<file path="config.mk">
export PLATFORM = sky130hd
export DESIGN_NAME = eai_regs
export DESIGN_NICKNAME = d
export VERILOG_FILES = /design/src/eai_pin_bank.v /design/src/eai_eeprom_ctl.v /design/src/eai_regs.v
export VERILOG_INCLUDE_DIRS = /design/src /design/src/src
export SDC_FILE = /design/constraint.sdc
export NUM_CORES = 1
export LEC_CHECK = 0
export ABC_AREA = 1
export BUFFER_PORTS_ARGS = -buffer_cell sky130_fd_sc_hd__buf_2
export CORE_MARGIN = 1.5
export CORE_UTILIZATION = 40
export CTS_CLUSTER_SIZE = 25
export DETAILED_ROUTE_END_ITERATION = 10
export GPL_TIMING_DRIVEN = 0
export SLEW_MARGIN = 40
export SYNTH_ARGS = -nofsm -noshare
export SYNTH_HDL_FRONTEND = slang
export SYNTH_SLANG_ARGS = --single-unit
</file>
<file path="constraint.sdc">
create_clock -name clk_i -period 6.82 [get_ports clk_i]
set_input_delay 2.046 -clock clk_i [delete_from_list [all_inputs] [get_ports clk_i]]
set_output_delay 2.046 -clock clk_i [all_outputs]
set_load 0.005 [all_outputs]
</file>
<file path="src/eai_consts.vh">
`ifndef EAI_CONSTS_VH
`define EAI_CONSTS_VH
// =====================================================================
// Register map
`define EAI_ADR_W        12
`define EAI_OFF_EEPROM   12'h34C
`define EAI_OFF_EXPANDER 12'h350
`define EAI_OFF_IRQ_STAT 12'h380
`define EAI_OFF_IRQ_MASK 12'h384
// =====================================================================
// EEPROM access register fields
`define EAI_EE_ADDR_LSB  0
`define EAI_EE_ADDR_MSB  15
`define EAI_EE_DATA_LSB  16
`define EAI_EE_DATA_MSB  23
`define EAI_EE_BUSY_BIT  24
`define EAI_EE_DONE_BIT  25
`define EAI_EE_OP_BIT    26
`define EAI_EE_OP_WRITE  1'h0
`define EAI_EE_OP_READ   1'h1
// =====================================================================
// Expander register fields
`define EAI_EX_DATA_LSB  0
`define EAI_EX_DATA_MSB  15
`define EAI_EX_RELOAD    24
`define EAI_EX_TM_BIT    25
`define EAI_EX_SEL_LSB   26
`define EAI_EX_SEL_MSB   29
`define EAI_EX_DONE_BIT  31
`define EAI_SEL_IOE0     4'h0
`define EAI_SEL_IOE1     4'h1
`define EAI_SEL_IOE2     4'h2
`define EAI_SEL_IOE4     4'h4
`define EAI_IDX_IOE0     2'h0
`define EAI_IDX_IOE1     2'h1
`define EAI_IDX_IOE2     2'h2
`define EAI_IDX_IOE4     2'h3
// =====================================================================
// Interrupt status bits and reset values
`define EAI_IRQ_W        2
`define EAI_IRQ_EE       0
`define EAI_IRQ_EX       1
`define EAI_RST_ADDR     16'h0000
`define EAI_RST_BYTE     8'h00
`define EAI_RST_PINS     16'h0000
`define EAI_RST_SEL      4'h0
`define EAI_RST_WORD     32'h00000000
`endif

</file>
<file path="src/eai_pin_bank.v">
`timescale 1ns/100ps
`include "eai_consts.vh"
module eai_pin_bank #(
	parameter W  = 16,
	parameter D  = 4,
	parameter AW = 2
) (
	input  wire          clk_i,
	input  wire          rst_i,
	input  wire          wr_en_i,
	input  wire [AW-1:0] wr_idx_i,
	input  wire [W-1:0]  wr_data_i,
	input  wire [AW-1:0] rd_idx_i,
	output reg  [W-1:0]  rd_data_o
);
	// =================================================================
	// Storage of input pin values last read from each expander.
	wire [W*D-1:0] flat;
	genvar g;
	generate
		for (g = 0; g < D; g = g + 1) begin : g_ent
			reg [W-1:0] ent_r;
			always @(posedge clk_i) begin
				if (rst_i)
					ent_r <= `EAI_RST_PINS;
				else if (wr_en_i && wr_idx_i == g)
					ent_r <= wr_data_i;
			end
			assign flat[g*W +: W] = ent_r;
		end
	endgenerate
	always @(posedge clk_i) begin
		if (rst_i)
			rd_data_o <= `EAI_RST_PINS;
		else
			rd_data_o <= flat[rd_idx_i*W +: W];
	end
endmodule // eai_pin_bank

</file>
<file path="src/eai_eeprom_ctl.v">
`timescale 1ns/100ps
`include "eai_consts.vh"
module eai_eeprom_ctl (
	input  wire        clk_i,
	input  wire        rst_i,
	input  wire        start_i,
	input  wire        rd_i,
	input  wire [15:0] addr_i,
	input  wire [7:0]  wdata_i,
	input  wire        clr_done_i,
	input  wire        done_i,
	input  wire [7:0]  rdata_i,
	output reg         busy_o,
	output reg         done_o,
	output reg  [7:0]  data_o,
	output reg         req_o,
	output reg         rd_o,
	output reg  [15:0] addr_o,
	output reg  [7:0]  wdata_o
);
	// =================================================================
	// One operation at a time; a start while busy is ignored.
	wire go = start_i && !busy_o;
	always @(posedge clk_i) begin
		if (rst_i) begin
			busy_o  <= 1'b0;
			done_o  <= 1'b0;
			data_o  <= `EAI_RST_BYTE;
			req_o   <= 1'b0;
			rd_o    <= `EAI_EE_OP_WRITE;
			addr_o  <= `EAI_RST_ADDR;
			wdata_o <= `EAI_RST_BYTE;
		end else begin
			req_o <= go;
			if (go) begin
				busy_o  <= 1'b1; // [RULE5]
				rd_o    <= rd_i; // [RULE7]
				addr_o  <= addr_i; // [RULE1]
				wdata_o <= wdata_i; // [RULE3]
				if (rd_i == `EAI_EE_OP_WRITE)
					data_o <= wdata_i;
			end
			if (busy_o && done_i) begin
				busy_o <= 1'b0; // [RULE17]
				done_o <= 1'b1; // [RULE6]
				if (rd_o == `EAI_EE_OP_READ)
					data_o <= rdata_i; // [RULE4]
			end else if (clr_done_i) begin
				done_o <= 1'b0;
			end
		end
	end
endmodule // eai_eeprom_ctl

</file>
<file path="src/eai_regs.v">
`timescale 1ns/100ps
`include "eai_consts.vh"
// Functional notes
// [RULE1] Address field selects the EEPROM byte for the next operation.
// [RULE2] Writing the data byte launches one EEPROM read or write.
// [RULE3] On a write operation the written byte goes to the EEPROM.
// [RULE4] On a read the written byte is dropped; fetched byte shows when done.
// [RULE5] Busy bit is one while an EEPROM operation runs.
// [RULE6] Done bit sets on completion and clears on write of one.
// [RULE7] Operation select: zero writes, one reads.
// [RULE8] Expander data reads pin state of the selected expander.
// [RULE9] Expander data writes are ignored outside test mode.
// [RULE10] In test mode, written values drive the selected expander outputs.
// [RULE11] Expander input bits stay read-only, even in test mode.
// [RULE12] Writing one to reload starts a refresh of the expander.
// [RULE13] Reload bit always reads zero.
// [RULE14] Test mode bit is bit 25, read-write, reset zero.
// [RULE15] Select field codes 0, 1, 2, 4 pick expanders; others reserved.
// [RULE16] Expander done bit 31 sets on selected completion, write one clears.
// [RULE17] EEPROM completion clears busy and sets done in one cycle.
// [RULE18] Software starts an operation only when idle and done is cleared.
module eai_regs #(
	parameter NEXP    = 4,
	parameter PINS    = 16,
	parameter IN_MASK = 16'h00FF
) (
	input  wire                 clk_i,
	input  wire                 rst_i,
	input  wire                 wb_cyc_i,
	input  wire                 wb_stb_i,
	input  wire                 wb_we_i,
	input  wire [11:0]          wb_adr_i,
	input  wire [3:0]           wb_sel_i,
	input  wire [31:0]          wb_dat_i,
	output reg  [31:0]          wb_dat_o,
	output reg                  wb_ack_o,
	output reg                  irq_o,
	output wire                 ee_req_o,
	output wire                 ee_rd_o,
	output wire [15:0]          ee_addr_o,
	output wire [7:0]           ee_wdata_o,
	input  wire                 ee_done_i,
	input  wire [7:0]           ee_rdata_i,
	output reg                  exp_req_o,
	output reg                  exp_upd_o,
	output reg  [1:0]           exp_id_o,
	input  wire                 exp_done_i,
	input  wire [PINS-1:0]      exp_rdata_i,
	input  wire [NEXP*PINS-1:0] core_out_i,
	output reg  [NEXP*PINS-1:0] exp_out_o
);
	// =================================================================
	// Wishbone classic slave: ack one cycle after the request is seen.
	wire        req      = wb_cyc_i && wb_stb_i && !wb_ack_o;
	wire        wr       = req && wb_we_i;
	wire        rd       = req && !wb_we_i;
	wire        hit_ee   = wb_adr_i[11:2] == `EAI_OFF_EEPROM >> 2;
	wire        hit_ex   = wb_adr_i[11:2] == `EAI_OFF_EXPANDER >> 2;
	wire        hit_st   = wb_adr_i[11:2] == `EAI_OFF_IRQ_STAT >> 2;
	wire        hit_mk   = wb_adr_i[11:2] == `EAI_OFF_IRQ_MASK >> 2;
	wire        wr_ee_lo = wr && hit_ee && wb_sel_i[0] && wb_sel_i[1];
	wire        wr_ee_dt = wr && hit_ee && wb_sel_i[2];
	wire        wr_ee_hi = wr && hit_ee && wb_sel_i[3];
	wire        wr_ex_lo = wr && hit_ex && wb_sel_i[0] && wb_sel_i[1];
	wire        wr_ex_hi = wr && hit_ex && wb_sel_i[3];

	// =================================================================
	// EEPROM access register.
	reg  [15:0] ee_addr_r;
	reg         ee_op_r;
	wire        ee_op_nxt;
	wire        ee_busy;
	wire        ee_done;
	wire [7:0]  ee_data;
	wire        ee_evt;

	assign ee_op_nxt = wr_ee_hi ? wb_dat_i[`EAI_EE_OP_BIT] : ee_op_r;

	always @(posedge clk_i) begin
		if (rst_i) begin
			ee_addr_r <= `EAI_RST_ADDR;
			ee_op_r   <= `EAI_EE_OP_WRITE;
		end else begin
			if (wr_ee_lo)
				ee_addr_r <= wb_dat_i[`EAI_EE_ADDR_MSB:`EAI_EE_ADDR_LSB]; // [RULE1]
			if (wr_ee_hi)
				ee_op_r <= wb_dat_i[`EAI_EE_OP_BIT]; // [RULE7]
		end
	end

	// A start in the same write as a new address or operation uses the new ones.
	eai_eeprom_ctl u_ee (
		.clk_i      (clk_i),
		.rst_i      (rst_i),
		.start_i    (wr_ee_dt), // [RULE2]
		.rd_i       (ee_op_nxt),
		.addr_i     (wr_ee_lo ? wb_dat_i[`EAI_EE_ADDR_MSB:`EAI_EE_ADDR_LSB] : ee_addr_r),
		.wdata_i    (wb_dat_i[`EAI_EE_DATA_MSB:`EAI_EE_DATA_LSB]),
		.clr_done_i (wr_ee_hi && wb_dat_i[`EAI_EE_DONE_BIT]), // [RULE6]
		.done_i     (ee_done_i),
		.rdata_i    (ee_rdata_i),
		.busy_o     (ee_busy),
		.done_o     (ee_done),
		.data_o     (ee_data),
		.req_o      (ee_req_o),
		.rd_o       (ee_rd_o),
		.addr_o     (ee_addr_o),
		.wdata_o    (ee_wdata_o)
	);

	assign ee_evt = ee_busy && ee_done_i;

	// =================================================================
	// Expander select decode; reserved codes disable the register.
	reg  [3:0]  ex_sel_r;
	reg         ex_tm_r;
	reg         ex_done_r;
	reg         ex_busy_r;
	reg  [1:0]  ex_idx;
	reg         ex_vld;
	wire [3:0]  ex_sel_nxt;
	wire        ex_tm_nxt;
	reg  [1:0]  ex_idx_nxt;
	reg         ex_vld_nxt;

	always @* begin
		ex_idx = `EAI_IDX_IOE0;
		ex_vld = 1'b1;
		case (ex_sel_r) // [RULE15]
			`EAI_SEL_IOE0: ex_idx = `EAI_IDX_IOE0;
			`EAI_SEL_IOE1: ex_idx = `EAI_IDX_IOE1;
			`EAI_SEL_IOE2: ex_idx = `EAI_IDX_IOE2;
			`EAI_SEL_IOE4: ex_idx = `EAI_IDX_IOE4;
			default:       ex_vld = 1'b0;
		endcase
	end

	assign ex_sel_nxt = wr_ex_hi ? wb_dat_i[`EAI_EX_SEL_MSB:`EAI_EX_SEL_LSB] : ex_sel_r;
	assign ex_tm_nxt  = wr_ex_hi ? wb_dat_i[`EAI_EX_TM_BIT] : ex_tm_r;

	always @* begin
		ex_idx_nxt = `EAI_IDX_IOE0;
		ex_vld_nxt = 1'b1;
		case (ex_sel_nxt)
			`EAI_SEL_IOE0: ex_idx_nxt = `EAI_IDX_IOE0;
			`EAI_SEL_IOE1: ex_idx_nxt = `EAI_IDX_IOE1;
			`EAI_SEL_IOE2: ex_idx_nxt = `EAI_IDX_IOE2;
			`EAI_SEL_IOE4: ex_idx_nxt = `EAI_IDX_IOE4;
			default:       ex_vld_nxt = 1'b0;
		endcase
	end

	// =================================================================
	// Expander transactions: a reload or a test-mode output update.
	wire ex_reload = wr_ex_hi && wb_dat_i[`EAI_EX_RELOAD] && ex_vld_nxt;
	wire ex_tmwr   = wr_ex_lo && ex_tm_nxt && ex_vld_nxt; // [RULE9]
	wire ex_go     = (ex_reload || ex_tmwr) && !ex_busy_r;
	wire ex_evt    = ex_busy_r && exp_done_i;
	wire ex_mine   = ex_evt && ex_vld && exp_id_o == ex_idx;

	always @(posedge clk_i) begin
		if (rst_i) begin
			ex_sel_r  <= `EAI_RST_SEL;
			ex_tm_r   <= 1'b0;
			ex_done_r <= 1'b0;
			ex_busy_r <= 1'b0;
			exp_req_o <= 1'b0;
			exp_upd_o <= 1'b0;
			exp_id_o  <= `EAI_IDX_IOE0;
		end else begin
			ex_sel_r  <= ex_sel_nxt;
			ex_tm_r   <= ex_tm_nxt; // [RULE14]
			exp_req_o <= ex_go;
			if (ex_go) begin
				ex_busy_r <= 1'b1;
				exp_upd_o <= !ex_reload; // [RULE12]
				exp_id_o  <= ex_idx_nxt;
			end else if (ex_evt) begin
				ex_busy_r <= 1'b0;
			end
			if (ex_mine)
				ex_done_r <= 1'b1; // [RULE16]
			else if (wr_ex_hi && wb_dat_i[`EAI_EX_DONE_BIT])
				ex_done_r <= 1'b0;
		end
	end

	// =================================================================
	// Input values captured from each reload.
	wire [PINS-1:0] pin_in;

	eai_pin_bank #(
		.W  (PINS),
		.D  (NEXP),
		.AW (2)
	) u_bank (
		.clk_i     (clk_i),
		.rst_i     (rst_i),
		.wr_en_i   (ex_evt && !exp_upd_o),
		.wr_idx_i  (exp_id_o),
		.wr_data_i (exp_rdata_i),
		.rd_idx_i  (ex_idx),
		.rd_data_o (pin_in)
	);

	// =================================================================
	// Output values: internal logic, or test values for the selected one.
	wire [NEXP*PINS-1:0] out_nxt;
	genvar g;
	generate
		for (g = 0; g < NEXP; g = g + 1) begin : g_exp
			reg  [PINS-1:0] tv_r;
			wire            on = ex_tm_r && ex_vld && ex_idx == g;
			always @(posedge clk_i) begin
				if (rst_i)
					tv_r <= `EAI_RST_PINS;
				else if (ex_tmwr && ex_idx_nxt == g)
					tv_r <= wb_dat_i[`EAI_EX_DATA_MSB:`EAI_EX_DATA_LSB] & ~IN_MASK; // [RULE11]
			end
			assign out_nxt[g*PINS +: PINS] = on ? tv_r : core_out_i[g*PINS +: PINS]; // [RULE10]
		end
	endgenerate

	always @(posedge clk_i) begin
		if (rst_i)
			exp_out_o <= {NEXP*PINS{1'b0}};
		else
			exp_out_o <= out_nxt;
	end

	wire [PINS-1:0] out_sel = exp_out_o[ex_idx*PINS +: PINS];
	wire [PINS-1:0] pin_view = ex_vld ? ((pin_in & IN_MASK) | (out_sel & ~IN_MASK))
	                                  : `EAI_RST_PINS; // [RULE8]

	// =================================================================
	// Interrupt status, cleared by a read; a new event wins over the clear.
	reg  [`EAI_IRQ_W-1:0] st_r;
	reg  [`EAI_IRQ_W-1:0] mk_r;
	reg  [`EAI_IRQ_W-1:0] st_nxt;
	wire [`EAI_IRQ_W-1:0] st_set;

	assign st_set = {ex_mine, ee_evt};

	always @* begin
		st_nxt = st_r;
		if (rd && hit_st)
			st_nxt = {`EAI_IRQ_W{1'b0}};
		st_nxt = st_nxt | st_set;
	end

	always @(posedge clk_i) begin
		if (rst_i) begin
			st_r  <= {`EAI_IRQ_W{1'b0}};
			mk_r  <= {`EAI_IRQ_W{1'b0}};
			irq_o <= 1'b0;
		end else begin
			st_r <= st_nxt;
			if (wr && hit_mk && wb_sel_i[0])
				mk_r <= wb_dat_i[`EAI_IRQ_W-1:0];
			irq_o <= |(st_nxt & (wr && hit_mk && wb_sel_i[0] ?
			                     wb_dat_i[`EAI_IRQ_W-1:0] : mk_r));
		end
	end

	// =================================================================
	// Read data assembly; unmapped addresses read as zero.
	reg [31:0] rdat;

	always @* begin
		rdat = `EAI_RST_WORD;
		if (hit_ee) begin
			rdat[`EAI_EE_ADDR_MSB:`EAI_EE_ADDR_LSB] = ee_addr_r;
			rdat[`EAI_EE_DATA_MSB:`EAI_EE_DATA_LSB] = ee_data; // [RULE4]
			rdat[`EAI_EE_BUSY_BIT]                  = ee_busy; // [RULE5]
			rdat[`EAI_EE_DONE_BIT]                  = ee_done;
			rdat[`EAI_EE_OP_BIT]                    = ee_op_r;
		end else if (hit_ex) begin
			rdat[`EAI_EX_DATA_MSB:`EAI_EX_DATA_LSB] = pin_view;
			rdat[`EAI_EX_RELOAD]                    = 1'b0; // [RULE13]
			rdat[`EAI_EX_TM_BIT]                    = ex_tm_r;
			rdat[`EAI_EX_SEL_MSB:`EAI_EX_SEL_LSB]   = ex_sel_r;
			rdat[`EAI_EX_DONE_BIT]                  = ex_done_r;
		end else if (hit_st) begin
			rdat[`EAI_IRQ_W-1:0] = st_r;
		end else if (hit_mk) begin
			rdat[`EAI_IRQ_W-1:0] = mk_r;
		end
	end

	always @(posedge clk_i) begin
		if (rst_i) begin
			wb_ack_o <= 1'b0;
			wb_dat_o <= `EAI_RST_WORD;
		end else begin
			wb_ack_o <= req;
			if (rd)
				wb_dat_o <= rdat;
		end
	end

endmodule // eai_regs

</file>
==> out/results.ini, run 1 <==
[outcome]
status=finished, final reports clean

[critical_path]
cp_max_fo=10
worstPathArrival_ns=4.01
cp.required_ns=7.26
critical_path_class=in2reg
start_kind=input pin
reg2reg_from=ex_sel_r[2]
critical_path.startpoint=wb_cyc_i
end_kind=register

[routing]
routedWlPerCell_um=15.9
drt-met1-wl_mm=13.7
first_iter_violations=598
vias=9272
dr.pass1.iters=5
vias_per_cell=4.84
met2WireLength_mm=13.6
top_layer_used=met4
drt_wl_total_mm=30.4
final_antenna_net_count=0
drc=0
met3WireLength_mm=1.97

[final_layout]
synthToLayoutAreaGrowth_pct=27.2
fin_area_mm2=0.0121
final_util_pct=51.6
nNetsFinal=1716
drive_above_1_share_pct=22.6
n_fill_cell=2405

[synthesis]
syn_nets=1430
synth_warnings=0
yosysSeqAreaShare_pct=50.0
synth_top_cell_area_share_pct=50.0
yosys_most_used_dff=dfxtp_1
ys_ff_latch=237
avgSynthCellArea_um2=7.38
synth_edf_count=0
syn_inst=1287
synthTopCellsByCount=nor2_1, dfxtp_1, nand2_1, inv_1, o21ai_0
yosysMostFrequentCell=nor2_1
yosys.area.top_type=dfxtp_1
synth_area_mm2=0.00949
synthArstFlopShare_pct=0
synth.distinct_cells=39
synth_area_leaders=dfxtp_1, nor2_1, nand2_1

[grt]
overflow=0
grt_usage_pct=24.0
antenna_found_initial=4
grt_pass1_wl_mm=45.9
grt_pass1_vias=8538
grt_max_degree=13

[cts]
clock_latency_ns=0.52
ctsHtreeMaxLevel=1
cts_root_buffer=clkbuf_16
hold_buffers=0
clock_tree.buffer_depth=3
post_cts_buffers=0
cts.clk_slew.worst_paths_ns=0.06
tritoncts=yes
numCtsBuffers=26
cts_sinks=237
post_cts_resized=0

[floorplanning]
rows=56
fp.dieW_um=157
die_y_um=157
die-area_mm2=0.0247
io_pins=271
start_util_pct=40.6
core_area_mm2=0.0234

[timing]
clock-skew-final_ns=0.0114
fin_crit_ns=3.57
timing.final.crit_share_pct=52.4
setup_viol=0
max_slew.worst_pin.slew_ns=0.849
hold_viol_final=0
rsz0062_at_grt=false
fin_setup_tns_ns=0
final-max-slew-violation-count=0
max_freq_ghz=0.280
slew_headroom_pct=43.0

[hold_path]
hp-class=reg2reg
hp-start=g_exp[1].tv_r[10]

[placed_design]
dpl.hpwl_mm=22.9
port_buffers=258
gp_congestion=0.917
place_area_mm2=0.0112

[pwr]
vdd.ir_drop.worst_mv=0.153
pwr_density_cell_mw_per_mm2=248
p_leak_nw=5.83

[run]
maxCapViolCount=0

## placed cells by master (no fill, tap or decap), types with 9 or more instances in the layout
cell type / n
buf_2: 268
nor2_1: 260
dfxtp_1: 237
nand2_1: 215
inv_1: 146
o21ai_0: 134
a21oi_1: 92
clkbuf_1: 43
nand3_1: 32
clkbuf_16: 27
nand4_1: 11
o211ai_1: 10
nor2_4: 9
## registers in the layout, indices dropped and copies added, names as in the netlist, 4 cells and up
signal              cells
exp_out_o              64
u_bank.rd_data_o        8
u_ee.addr_o            16
u_bank.g_ent.ent_r     32
u_ee.wdata_o            8
u_ee.data_o             8
g_exp.tv_r             32
ee_addr_r              16
wb_dat_o               31
ex_sel_r                4
## cell type report
| cell class | instances | area [µm²] | area share (%) |
|---|---|---|---|
| Clock buffer | 42 | 812 | 6.73 |
| Multi-Input combinational cell | 835 | 3920 | 32.4 |
| Antenna cell | 4 | 10.0 | 0.0829 |
| Clock inverter | 5 | 50.0 | 0.415 |
| Tap cell | 319 | 399 | 3.31 |
| Inverter | 159 | 599 | 4.96 |
| Buffer | 56 | 253 | 2.09 |
| Timing Repair Buffer | 258 | 1290 | 10.7 |
| Sequential cell | 237 | 4740 | 39.3 |
## final timing paths
| path | to | slack, ns | cells past startpoint |
|---|---|---|---|
| worst max-delay path | u_ee.addr_o[8] | 3.25 | 11 |
| worst min-delay path | g_exp[1].tv_r[10] | 0.45 | 2 |
| worst min register to register | g_exp[1].tv_r[10] | 0.45 | 2 |
| worst max register to register | exp_out_o[15] | 4.33 | 10 |
## layer usage
layer | vias to the layer above | track usage (%)
li1 | 4683 | -
met1 | 4159 | 32.4
met2 | 364 | 38.7
met3 | 66 | 3.69
met4 | 0 | 9.03
met5 | - | 0
## worst max-delay path, stage by stage
cell      delay (ns)
buf_2           0.07
nand3_1         0.14
nor2_1          0.24
buf_4           0.23
inv_1           0.09
nor2_4          0.18
nand3_1         0.19
inv_1           0.14
clkbuf_1        0.39
o21ai_0         0.13
a21oi_1         0.16
## power by group
part / switching (mW) / internal (mW) / leakage [nW]
Combinational: 0.101 / 0.0705 / 3.47
Sequential: 0.0141 / 1.41 / 1.93
Clock: 0.549 / 0.847 / 0.428
Total: 0.664 / 2.33 / 5.83
## logic make-up after synthesis
logic type	count (synthesis)	share of synthesized area, %
simple gates	558	24.9
mux	6	0.633
buf+inv	215	8.97
compound gates	270	15.5
other cells	1	0.0395
flops	237	50.0
## through the flow
stage	std cells	hold slack (ns)	setup WS (ns)	total power, mW
detailed placement	1864	0.439	2.70	1.63
floorplan	1287	0.424	3.24	1.52
finish	1915	0.446	3.25	3.00
global placement	1864	0.434	2.72	1.63
CTS	1911	0.447	3.25	3.02
global route	1914	0.472	2.96	3.10
Note: power is estimated with default switching activity, not from simulation.
==> run 2: changes to the inputs <==
- PLACE_DENSITY: default -> 0.67
- clock period: 6.82 -> 3.1 ns (I/O delays scaled with it)
==> run 2 against run 1 <==
  * Register-to-register slack lost 3.7 ns
  * Final cell count fell by 0.31%
  * Critical endpoint is now u_ee.addr_o[15]
  * Non-clock buffer count is the same
  * Sequential share of layout area grew 0.073 points
  * Global-route usage decreased by 0.40 points
  * First-iteration DRC count rose by 44%
  * Utilization fell by 0.096 points
  * Wire length fell by 1.0%
  * Count of clock-buffer cells in the layout decreased by 8
==> out/results.ini, run 2 (synthesis gave the netlist of run 1 again) <==
[outcome]
status=finished, final reports clean

[final_layout]
layout.area.seq_mm2=0.00474  ; unchanged
mostFrequentLayoutCell=buf_2
multi_input_area_mm2=0.00392  ; unchanged
top_register=exp_out_o
drive_above_1_share_pct=22.7  ; +0.057 points
largest_register_ffs=64  ; unchanged
n_fill_cell=2336  ; -2.9%
nNetsFinal=1715  ; -0.058%
reg_top3=exp_out_o (64), g_exp.tv_r (32), u_bank.g_ent.ent_r (32)
final_cell_mix=buf_2, nor2_1, dfxtp_1
final-instance-count-excl-fill=1909  ; -0.31%
synthToLayoutAreaGrowth_pct=26.9

[timing]
fin_crit_ns=2.48
timing.final.crit_share_pct=80.0
clock-skew-final_ns=0.00998  ; -0.00141 ns
whs_ns=0.447  ; +0.00164 ns
hold_viol_final=0  ; unchanged
rsz0062_at_grt=false
max_slew.worst_pin.slew_ns=0.859  ; +0.00969 ns
slew_headroom_pct=42.8  ; -0.21 points
max_freq_ghz=0.403
setup_viol=0  ; unchanged
final-max-slew-violation-count=0  ; unchanged
fin_setup_tns_ns=0  ; unchanged

[cts]
post_cts_buffers=0  ; unchanged
cts_root_buffer=clkbuf_16
tritoncts=yes
clock_tree.buffer_depth=3  ; unchanged
hold_buffers=0  ; unchanged
ctsHtreeMaxLevel=1  ; unchanged
numCtsBuffers=25  ; -3.8%
clock_latency_ns=0.52  ; about the same
cts_sinks=237  ; unchanged
post_cts_resized=0  ; unchanged
cts.clk_slew.worst_paths_ns=0.06  ; about the same

[pwr]
power.switching_mw=1.46  ; +120%
seq_power_share_pct=47.7  ; about the same
p_int_mw=5.13  ; +120%
clockPowerShare_pct=46.7  ; about the same
vdd.ir_drop.worst_mv=0.313  ; +110%
pwr_density_cell_mw_per_mm2=547  ; +120%
swShare_pct=22.2  ; about the same
p_comb_share_pct=5.7  ; about the same
p_leak_nw=5.81  ; -0.26%

[critical_path]
critical_path_class=in2reg
max_stage_delay_ns=0.31  ; -0.08 ns
crit_chain=buf_2 > nand3_1 > nor2_1 > buf_4 > inv_1 > nor2_4 > inv_2 > nor2_4 > buf_2 > nand2_1 > o21ai_0 > a21oi_1
worstPathArrival_ns=2.87  ; -1.14 ns
reg2reg_from=ex_sel_r[2]
cp.required_ns=3.49  ; -3.77 ns
cp_max_fo=10  ; unchanged
end_kind=register
critical_path.startpoint=wb_cyc_i
critPathSlowestCell=buf_2
start_kind=input pin
r2r_slack_ns=0.63  ; -3.70 ns

[floorplanning]
rows=56  ; unchanged
io_pins=271  ; unchanged
core_area_mm2=0.0234  ; unchanged
fp.dieW_um=157  ; unchanged
die_y_um=157  ; unchanged
start_util_pct=40.6  ; unchanged
die-area_mm2=0.0247  ; unchanged

[grt]
use_met3_pct=3.36  ; -0.33 points
antenna_found_initial=2  ; -2
grt_pass1_vias=8379  ; -1.9%
overflow=0  ; unchanged
grt_use_met1_pct=31.9  ; -0.54 points
met2_usage_pct=38.7  ; +0.042 points
grt_max_degree=15  ; +2
top_usage_layer=met2
grt_usage_pct=23.6  ; -0.40 points
grt_pass1_wl_mm=45.1  ; -1.6%

[hold_path]
hp-start=g_exp[1].tv_r[9]
hp-class=reg2reg

[routing]
dr.pass1.iters=5  ; unchanged
drt_wl_total_mm=30.1  ; -1.0%
vias=9429  ; +1.7%
drc=0  ; unchanged
final_antenna_net_count=0  ; unchanged
first_iter_violations=863  ; +44%
routedWlPerCell_um=15.8  ; -0.71%
vias_per_cell=4.94  ; +2.0%

[run]
maxCapViolCount=0  ; unchanged

[placed_design]
dp_cells=1864  ; unchanged
gp_congestion=0.930  ; +1.5%
port_buffers=258  ; unchanged
dpl.hpwl_mm=22.7  ; -0.91%

## run 2: worst paths after layout
| path | endpoint | depth (start not counted) |
|---|---|---|
| min | g_exp[1].tv_r[9] | 2 |
| max reg2reg | wb_dat_o[12] | 9 |
| max | u_ee.addr_o[15] | 12 |
| min reg2reg | g_exp[1].tv_r[9] | 2 |
## run 2: layout make-up
class	instances	share of cell area [%]
well taps	319	3.31
flip-flops and latches	237	39.4
diodes	2	0.0415
clock buffers	34	5.97
repair buffers	258	10.7
inverters	159	4.97
multi-input cells	835	32.5
plain buffers	56	2.10
clock inverters	9	1.04
## run 2: layer usage
| metal | vias up | share of wire, % |
|---|---|---|
| met4 | 0 | 2.4 |
| met2 | 381 | 46 |
| met5 | - | 0 |
| li1 | 4680 | - |
| met3 | 49 | 7.8 |
| met1 | 4319 | 44 |
## run 2: critical path: cells and delay by family
| family | cells | cell delay (ns) |
|---|---|---|
| simple gates | 5 | 0.87 |
| compound gates | 2 | 0.28 |
| buf+inv | 5 | 0.78 |
## run 2: per-stage QoR
stage          power [mW]  area, µm²  utilization, %  worst slack (ns)
6_report             6.59      12100            51.5             0.619
5_1_grt              6.81      12100            51.5             0.370
4_1_cts              6.63      12000            51.5             0.618
3_5_place_dp         3.58      11200            47.9             0.139
3_3_place_gp         3.57      11200            47.8             0.150
2_1_floorplan        3.35       9490               -             0.638
## run 2: power groups by stage
stage | logic [mW] | clock network, mW | registers, mW
after detailed placement | 0.369 | 0 | 3.21
after CTS | 0.371 | 3.11 | 3.14
after floorplan | 0.138 | 0 | 3.21
after global routing | 0.413 | 3.25 | 3.15
after global placement | 0.366 | 0 | 3.21
final | 0.374 | 3.07 | 3.14
